--- src/lcai_pkg.sv ---
/*
 * Shared constants and types for the line channel alarm interrupt block:
 * register map, field positions, reset values, timing counts, state types.
 * Assumes one 100 MHz clock and a 32-bit AHB-Lite register bus.
 */
package lcai_pkg;

	// ------------------------------------------------------------------
	// Clock and line timing
	// ------------------------------------------------------------------
	localparam int unsigned LCAI_CLK_PERIOD_PS = 10000;
	localparam int unsigned LCAI_BIT_PERIOD_PS = 488281; // One 2.048 Mbit/s bit
	// Shortest time, so the cycle count rounds down
	localparam logic [5:0]  LCAI_BIT_CYCLES    = 6'(LCAI_BIT_PERIOD_PS / LCAI_CLK_PERIOD_PS);
	localparam logic [5:0]  LCAI_BIT_LAST      = LCAI_BIT_CYCLES - 6'h1;
	localparam logic [7:0]  LCAI_QUIET_BITS    = 8'h80; // Pulse-free bits before alarm
	localparam logic [7:0]  LCAI_QUIET_LAST    = LCAI_QUIET_BITS - 8'h01;

	// ------------------------------------------------------------------
	// Register map: printed indices, byte address is four times each
	// ------------------------------------------------------------------
	localparam logic [7:0]  LCAI_IDX_ENABLE    = 8'h04;
	localparam logic [7:0]  LCAI_IDX_STATUS    = 8'h05;
	localparam logic [7:0]  LCAI_IDX_EVENT     = 8'h06;
	localparam logic [7:0]  LCAI_IDX_CLEAR     = 8'h07;
	localparam logic [7:0]  LCAI_IDX_CONFIG    = 8'h08;
	localparam logic [7:0]  LCAI_ADDR_ENABLE   = 8'(LCAI_IDX_ENABLE * 4);
	localparam logic [7:0]  LCAI_ADDR_STATUS   = 8'(LCAI_IDX_STATUS * 4);
	localparam logic [7:0]  LCAI_ADDR_EVENT    = 8'(LCAI_IDX_EVENT * 4);
	localparam logic [7:0]  LCAI_ADDR_CLEAR    = 8'(LCAI_IDX_CLEAR * 4);
	localparam logic [7:0]  LCAI_ADDR_CONFIG   = 8'(LCAI_IDX_CONFIG * 4);

	// ------------------------------------------------------------------
	// Field positions and reset values
	// ------------------------------------------------------------------
	localparam int unsigned LCAI_BIT_QRSS      = 0;
	localparam int unsigned LCAI_BIT_LOS       = 1;
	localparam int unsigned LCAI_BIT_DMO       = 6;
	localparam int unsigned LCAI_BIT_RAIL      = 0;
	localparam int unsigned LCAI_TRANS_ACTIVE  = 1; // htrans[1]: NONSEQ or SEQ
	localparam logic [7:0]  LCAI_ALARM_MASK    = 8'h43;
	localparam logic [7:0]  LCAI_RST_BYTE      = 8'h00;
	localparam logic [31:0] LCAI_RD_ZERO       = 32'h0000_0000;

	// ------------------------------------------------------------------
	// Types
	// ------------------------------------------------------------------
	typedef enum logic [1:0] {
		LCAI_BUS_IDLE   = 2'h0,
		LCAI_BUS_RDWAIT = 2'h1,
		LCAI_BUS_RDDONE = 2'h3,
		LCAI_BUS_WRITE  = 2'h2
	} lcai_bus_st_t;

	typedef struct packed {
		logic        sel;
		logic [1:0]  trans;
		logic        write;
		logic [7:0]  addr;
		logic [31:0] wdata;
		logic        ready;
	} lcai_ahb_req_t;

	typedef struct packed {
		lcai_bus_st_t bus;
		logic [7:0]   addr;
		logic [7:0]   enable;
		logic [7:0]   events;
		logic [7:0]   alarm_prev;
		logic         single_rail;
		logic [31:0]  rdata;
		logic         irq;
	} lcai_state_t;

	typedef struct packed {
		logic [1:0] sync1;
		logic [1:0] sync2;
		logic [5:0] div;
		logic [7:0] quiet;
		logic       alarm;
	} lcai_dmo_state_t;

endpackage : lcai_pkg

--- src/lcai_dmo_mon.sv ---
/*
 * Transmit driver monitor: watches the transmit line pair for bipolar
 * pulses and declares an alarm after a run of pulse-free bit periods.
 * Assumes the line pins are asynchronous to mclk.
 */
`timescale 1ns/1ps
module lcai_dmo_mon
	import lcai_pkg::*;
(
	// Clock and reset
	input  wire logic mclk,
	input  wire logic sys_rst,
	// Transmit line pair
	input  wire logic tx_line_positive,
	input  wire logic tx_line_negative,
	// Alarm state
	output logic      driver_monitor_alarm
);

	// ------------------------------------------------------------------
	// State
	// ------------------------------------------------------------------
	lcai_dmo_state_t st_q;
	lcai_dmo_state_t st_d;
	logic            pulse;
	logic            tick;

	// Either rail high means a mark went out
	assign pulse = |st_q.sync2;
	assign tick  = (st_q.div == LCAI_BIT_LAST);

	// Sync, bit-period divider and quiet-bit counter
	always_comb begin
		st_d       = st_q;
		st_d.sync1 = {tx_line_positive, tx_line_negative};
		st_d.sync2 = st_q.sync1;
		st_d.div   = tick ? 6'h0 : st_q.div + 6'h1;
		if (pulse) begin
			// Activity ends the alarm at once, no hold-off
			st_d.quiet = 8'h00;
			st_d.alarm = 1'b0;
		end else if (tick) begin
			if (st_q.quiet == LCAI_QUIET_LAST) begin
				st_d.alarm = 1'b1;
			end else begin
				st_d.quiet = st_q.quiet + 8'h01;
			end
		end
	end

	// State register
	always_ff @(posedge mclk or posedge sys_rst) begin
		if (sys_rst) begin
			st_q <= '0;
		end else begin
			st_q <= st_d;
		end
	end

	assign driver_monitor_alarm = st_q.alarm;
endmodule : lcai_dmo_mon

--- src/lcai_top.sv ---
/*
 * Line channel alarm interrupt block: AHB-Lite register slave, alarm
 * change detection, sticky events, interrupt output, driver monitor.
 * Assumes receive loss and pattern-detect levels come from mclk logic;
 * transmit line pins are asynchronous and synchronised in the monitor.
 */
// The implementer's own choices: the address map and register access over AHB-Lite.
`timescale 1ns/1ps

// Behaviour
// Signal-loss change enable set: interrupt on both declare and clear of loss.
// Pattern-detect change enable set: interrupt on both start and end of detection.
// Enable, status and event registers act only while single-rail is configured.
// Software also configures the framer for single-rail when choosing single-rail.
// Declare driver alarm after 128 consecutive pulse-free bit periods.
// Clear driver alarm at once when any pulse reappears.
// Driver alarm reads in status bit 6, read-only.
// Driver interrupt enable set: every alarm status transition raises interrupt.
// Driver interrupt enable is read-write bit 6, resetting to zero.
// Detect changes against previous clock; request only when enable set.
module lcai_top
	import lcai_pkg::*;
(
	// Clock and reset
	input  wire logic        mclk,
	input  wire logic        sys_rst,
	// AHB-Lite slave
	input  wire logic        hsel,
	input  wire logic [31:0] haddr,
	input  wire logic [1:0]  htrans,
	input  wire logic        hwrite,
	input  wire logic [2:0]  hsize,
	input  wire logic [31:0] hwdata,
	input  wire logic        hready,
	output logic [31:0]      hrdata,
	output logic             hreadyout,
	output logic             hresp,
	// Receive alarm levels from the receive section
	input  wire logic        rx_signal_loss,
	input  wire logic        rx_qrss_detect,
	// Transmit line pair
	input  wire logic        tx_line_positive,
	input  wire logic        tx_line_negative,
	// Interrupt
	output logic             line_alarm_irq
);

	// ------------------------------------------------------------------
	// Declarations
	// ------------------------------------------------------------------
	lcai_state_t   st_q;
	lcai_state_t   st_d;
	lcai_ahb_req_t req;
	logic          driver_monitor_alarm;
	logic [7:0]    alarm_now;
	logic [7:0]    alarm_change;
	logic [7:0]    event_set;
	logic [7:0]    event_clr;
	logic [7:0]    wdata8;
	logic          accept;
	logic          data_write;
	logic [1:0]    size_unused;

	// ------------------------------------------------------------------
	// Driver monitor
	// ------------------------------------------------------------------
	lcai_dmo_mon u_dmo (
		.mclk                 (mclk),
		.sys_rst              (sys_rst),
		.tx_line_positive     (tx_line_positive),
		.tx_line_negative     (tx_line_negative),
		.driver_monitor_alarm (driver_monitor_alarm)
	);

	// ------------------------------------------------------------------
	// Bus request bundle
	// ------------------------------------------------------------------
	// Only the low address byte decodes; hsel covers the rest
	always_comb begin
		req.sel   = hsel;
		req.trans = htrans;
		req.write = hwrite;
		req.addr  = haddr[7:0];
		req.wdata = hwdata;
		req.ready = hready;
	end

	// Only word transfers are issued, so size is not decoded
	assign size_unused = hsize[1:0];
	assign wdata8      = req.wdata[7:0];

	// New address phase taken when the bus is ready
	assign accept     = req.sel && req.trans[LCAI_TRANS_ACTIVE] && req.ready;
	// Write data phase completes in its first cycle
	assign data_write = (st_q.bus == LCAI_BUS_WRITE);

	// ------------------------------------------------------------------
	// Alarm change detection
	// ------------------------------------------------------------------
	// Current alarm levels gathered in status layout
	always_comb begin
		alarm_now                = LCAI_RST_BYTE;
		alarm_now[LCAI_BIT_QRSS] = rx_qrss_detect;
		alarm_now[LCAI_BIT_LOS]  = rx_signal_loss;
		alarm_now[LCAI_BIT_DMO]  = driver_monitor_alarm;
	end

	// Both edges count, so XOR with last clock's copy
	assign alarm_change = (alarm_now ^ st_q.alarm_prev) & LCAI_ALARM_MASK;

	// Enabled changes only, and only in single-rail operation
	assign event_set = alarm_change & st_q.enable & {8{st_q.single_rail}};

	// Write-one-to-clear strobe from the clear register
	always_comb begin
		event_clr = LCAI_RST_BYTE;
		if (data_write && st_q.addr == LCAI_ADDR_CLEAR) begin
			event_clr = wdata8 & LCAI_ALARM_MASK;
		end
	end

	// ------------------------------------------------------------------
	// Register read mux
	// ------------------------------------------------------------------
	function automatic logic [31:0] lcai_read(input lcai_state_t s, input logic [7:0] now);
		logic [31:0] v;
		v = LCAI_RD_ZERO;
		case (s.addr)
			LCAI_ADDR_ENABLE: begin
				v[7:0] = s.enable;
			end
			LCAI_ADDR_STATUS: begin
				// Levels are meaningless outside single-rail, so hide them
				if (s.single_rail) begin
					v[7:0] = now;
				end
			end
			LCAI_ADDR_EVENT: begin
				v[7:0] = s.events;
			end
			LCAI_ADDR_CONFIG: begin
				v[LCAI_BIT_RAIL] = s.single_rail;
			end
			default: begin
				// Clear register and unmapped space read zero
				v = LCAI_RD_ZERO;
			end
		endcase
		return v;
	endfunction : lcai_read

	// ------------------------------------------------------------------
	// Next state
	// ------------------------------------------------------------------
	// One combinational copy of the whole state
	always_comb begin
		st_d            = st_q;
		st_d.alarm_prev = alarm_now;

		// Register writes land at the end of the data phase
		if (data_write) begin
			case (st_q.addr)
				LCAI_ADDR_ENABLE: begin
					// Writes ignored unless single-rail is on
					if (st_q.single_rail) begin
						st_d.enable = wdata8 & LCAI_ALARM_MASK;
					end
				end
				LCAI_ADDR_CONFIG: begin
					st_d.single_rail = wdata8[LCAI_BIT_RAIL];
				end
				default: begin
					// Status and event are read-only; unmapped ignored
					st_d.single_rail = st_q.single_rail;
				end
			endcase
		end

		// Set wins over a clear in the same cycle, so no event is lost
		st_d.events = (st_q.events & ~event_clr) | event_set;

		// Level interrupt from enabled sticky bits
		st_d.irq = |(st_d.events & st_d.enable);

		// Bus phase tracking; reads take one wait state for a flopped hrdata
		case (st_q.bus)
			LCAI_BUS_RDWAIT: begin
				st_d.rdata = lcai_read(st_q, alarm_now);
				st_d.bus   = LCAI_BUS_RDDONE;
			end
			LCAI_BUS_IDLE, LCAI_BUS_WRITE, LCAI_BUS_RDDONE: begin
				if (accept) begin
					st_d.addr = req.addr;
					st_d.bus  = req.write ? LCAI_BUS_WRITE : LCAI_BUS_RDWAIT;
				end else begin
					st_d.bus = LCAI_BUS_IDLE;
				end
			end
			default: begin
				st_d.bus = LCAI_BUS_IDLE;
			end
		endcase
	end

	// State register
	always_ff @(posedge mclk or posedge sys_rst) begin
		if (sys_rst) begin
			st_q <= '0;
		end else begin
			st_q <= st_d;
		end
	end

	// ------------------------------------------------------------------
	// Outputs
	// ------------------------------------------------------------------
	// Ready drops only while the read value is being fetched
	assign hreadyout      = (st_q.bus != LCAI_BUS_RDWAIT);
	assign hresp          = 1'b0;
	assign hrdata         = st_q.rdata;
	assign line_alarm_irq = st_q.irq;
endmodule : lcai_top

--- config.mk ---
export PLATFORM = sky130hd
export DESIGN_NAME = lcai_top
export DESIGN_NICKNAME = d
export VERILOG_FILES = /design/src/lcai_pkg.sv /design/src/lcai_dmo_mon.sv /design/src/lcai_top.sv
export SDC_FILE = /design/constraint.sdc
export NUM_CORES = 1
export LEC_CHECK = 0
export ABC_AREA = 0
export BUFFER_PORTS_ARGS = -buffer_cell sky130_fd_sc_hd__buf_2
export CAP_MARGIN = 30
export CORE_MARGIN = 2
export CORE_UTILIZATION = 45
export CTS_CLUSTER_DIAMETER = 40
export DETAILED_ROUTE_END_ITERATION = 10
export PLACE_DENSITY = 0.79
export SLEW_MARGIN = 20
export SYNTH_ARGS = -nofsm -noshare
export SYNTH_HDL_FRONTEND = slang
export SYNTH_SLANG_ARGS = --single-unit
--- constraint.sdc ---
create_clock -name mclk -period 2.1 [get_ports mclk]
set_input_delay 0.21 -clock mclk [delete_from_list [all_inputs] [get_ports mclk]]
set_output_delay 0.21 -clock mclk [all_outputs]
set_load 0.1 [all_outputs]
==> out/results.ini <==
[min_path]
holdPathEnd=u_dmo.st_d[15]$_DFF_PP0_
hp-class=input port to flip-flop
hp-start=tx_line_negative
whs_path_depth=1

[synthesis]
syn_area_per_cell_um2=11.0
async_reset_ff_share_pct=100
syn_area_um2=2150
synthCells=195
ys_ff_latch=43
ys_seq_area_share_pct=49.9
synth_edf_count=0
synthDistinctLibCells=42
ys.warnings.count=0
ys.flop_type=dfrtp_1

[timing]
finalClockSkew_ns=0.00934
finalHoldViolCount=0
timing.fmax_ghz=0.502
finalCriticalPeriod_ns=1.99
final-max-slew-violation-count=0
tns_ns=0
relSlewSlack_pct=58.7
finalSetupViolCount=0
worst_pin_slew_ns=0.616
timing.final.crit_share_pct=94.8
rsz0062_at_grt=no

[pwr]
p_leak_nw=1.09
p_sw_share_pct=36.5
internal_power_mw=1.49
power_frac_clock_pct=27.8
power_mw=2.35
share_comb_of_total_power_pct=28.7
power.switching_mw=0.856
vdd_drop_max_v=0.000590
power.density_nw_per_um2=994
p_seq_share_pct=43.5

[cells_and_area]
fin_nets=304
synthToLayoutAreaGrowth_pct=9.64
stdcell_count=279
drive_above_1_share_pct=27.1
diodes=0
fillers=413

[grt]
grt_pass1_vias=1290
grt_pass1_wl_um=5820
grt_max_degree=44
antenna_found_initial=0
grt_usage_pct=14.2
overflow=0

[drt]
ant_nets=0
drt-initial-drc-count=29
first_pass_iters=4
drc_errors=0
routed_wirelength_um=3460
wl_per_cell_um=12.4
routed_via_density=4.99
vias=1392

[floorplanning]
rows=25
die_h_um=73.2
start_util_pct=46.2
die_x_um=73.2
ios=113
core_um2=4660
dieArea_um2=5360

[clocking]
cts_root_buf=clkbuf_8
htree_levels=2
clkTransAtPathRegs_ns=0.08
clk_path_buf_depth=2
clock_latency_ns=0.29
numCtsBuffers=5
cts_tree=yes
clock_sink_count=43

[critical_path]
r2r-start=st_q[63]$_DFFE_PP0P_
crit_path_cell_trace=or4b_4, nor3_2, nand2_1, a32o_1, a221o_1
crit_type=flip-flop to flip-flop
cp.buffers_inverters=0
crit_slowest_cell=or4b_4
reg2reg_slack_ns=0.11
critPathCaptureType=flip-flop
crit_family=simple AND/OR/NAND/NOR gates
cp.arrival_ns=2.17
rr_endpoint=line_alarm_irq$_DFF_PP0_
r2r_cells=5
cp.required_ns=2.28
start_kind=flip-flop
max_stage_delay_ns=0.57
critPathMaxFanout=4

[placed_design]
gp_congestion=0.837
port_buffers=25
dp_cells=270
hpwlAfterDp_um=2580

[status]
status=finished, final reports clean

[job]
cap_violations=0

power groups by stage:
| stage | logic (mW) | clock network (mW) | registers, mW |
|---|---|---|---|
| final | 0.673 | 0.653 | 1.02 |
| after CTS | 0.673 | 0.675 | 1.02 |
| after floorplan | 0.557 | 0 | 1.07 |
| after global routing | 0.711 | 0.705 | 1.04 |
| after detailed placement | 0.672 | 0 | 1.03 |
| after global placement | 0.664 | 0 | 1.03 |
cells in the mapped netlist (all sizes together), types with 3 or more instances:
library cell,number,share of area [%]
a21oi,5,1.2
a32o,4,1.9
buf,35,12
clkbuf,3,0.52
dfrtp,43,50
inv,3,0.52
mux2,12,6.3
nand2,12,2.1
nand3,6,1.6
nand4,3,0.87
nor2,13,2.3
nor3,6,1.9
nor4,5,1.7
o21ai,7,1.6
xnor2,7,2.8
xor2,5,2.0
cell usage in the layout, fill, tap and decap left out, drive strengths merged, types with 3 or more instances in the layout:
cell    instances
a21oi           5
nand2          12
a32o            4
nor3            6
o21ai           7
nor2           13
nand3           6
nor4            5
dfrtp          43
clkbuf          6
buf            30
nand4           3
xnor2           7
inv             3
mux2           12
xor2            5
conb           30
metal layers:
| layer | track usage, % | vias to the layer above | part of all wire [%] |
|---|---|---|---|
| met5 | 0 | - | 0 |
| met1 | 18.9 | 671 | 47 |
| li1 | - | 669 | - |
| met4 | 7.20 | 0 | 1.6 |
| met3 | 4.14 | 5 | 4.6 |
| met2 | 21.1 | 47 | 47 |
cell type report:
class | count | area, um^2 | area share (%)
inverters | 3 | 11.3 | 0.477
flip-flops and latches | 43 | 1080 | 45.6
well taps | 54 | 67.6 | 2.86
clock inverters | 2 | 35.0 | 1.48
repair buffers | 31 | 173 | 7.31
multi-input cells | 140 | 917 | 38.8
clock buffers | 6 | 82.6 | 3.50
flip-flops by register name, summed over array words and instances (netlist names):
name	count
hrdata	3
line_alarm_irq	1
st_q	20
u_dmo.driver_monitor_alarm	1
u_dmo.st_d	2
u_dmo.st_q	16
timing repair:
action	in CTS	in global routing
hold endpoints to repair	0	1
resized for setup	0	2
endpoints found under the setup margin	0	2
setup buffers	0	0
hold buffers	0	1
logic make-up (layout without fill, tap and decap cells):
| group | count (synthesis) | count (layout) | share of synthesized area (%) |
|---|---|---|---|
| simple gates | 61 | 61 | 16.7 |
| fa+ha+maj | 2 | 2 | 1.16 |
| buf+inv | 41 | 42 | 12.9 |
| compound gates | 21 | 21 | 6.97 |
| xor+xnor | 12 | 12 | 4.88 |
| other cells | 1 | 30 | 0.174 |
| mux | 14 | 14 | 7.20 |
| flops | 43 | 43 | 49.9 |
per-stage QoR:
step                setup slack [ns]  hold slack (ns)  instance area [um^2]  utilization, %
finish                         0.109           0.0134                  2360            50.7
global placement               0.130            0.319                  2230            47.8
detailed placement            0.0919            0.320                  2230            47.8
global route                  0.0345          0.00997                  2360            50.7
CTS                           0.0946          0.00608                  2340            50.3
floorplan                      0.203            0.241                  2260               -
how the worst max path moves through the flow:
stage	endpoint	slack, ns	cells after the start	start
6_report	line_alarm_irq$_DFF_PP0_	0.11	5	st_q[63]$_DFFE_PP0P_
5_1_grt	line_alarm_irq$_DFF_PP0_	0.03	5	st_q[63]$_DFFE_PP0P_
4_1_cts	line_alarm_irq$_DFF_PP0_	0.09	5	st_q[63]$_DFFE_PP0P_
3_5_place_dp	u_dmo.st_q[6]$_DFFE_PP0P_	0.09	6	u_dmo.st_q[9]$_DFF_PP0_
3_3_place_gp	line_alarm_irq$_DFF_PP0_	0.13	5	st_q[63]$_DFFE_PP0P_
2_1_floorplan	st_q[58]$_DFFE_PP0P_	0.20	5	st_q[66]$_DFF_PP0_
No activity file was read; power rests on OpenSTA's default activity.
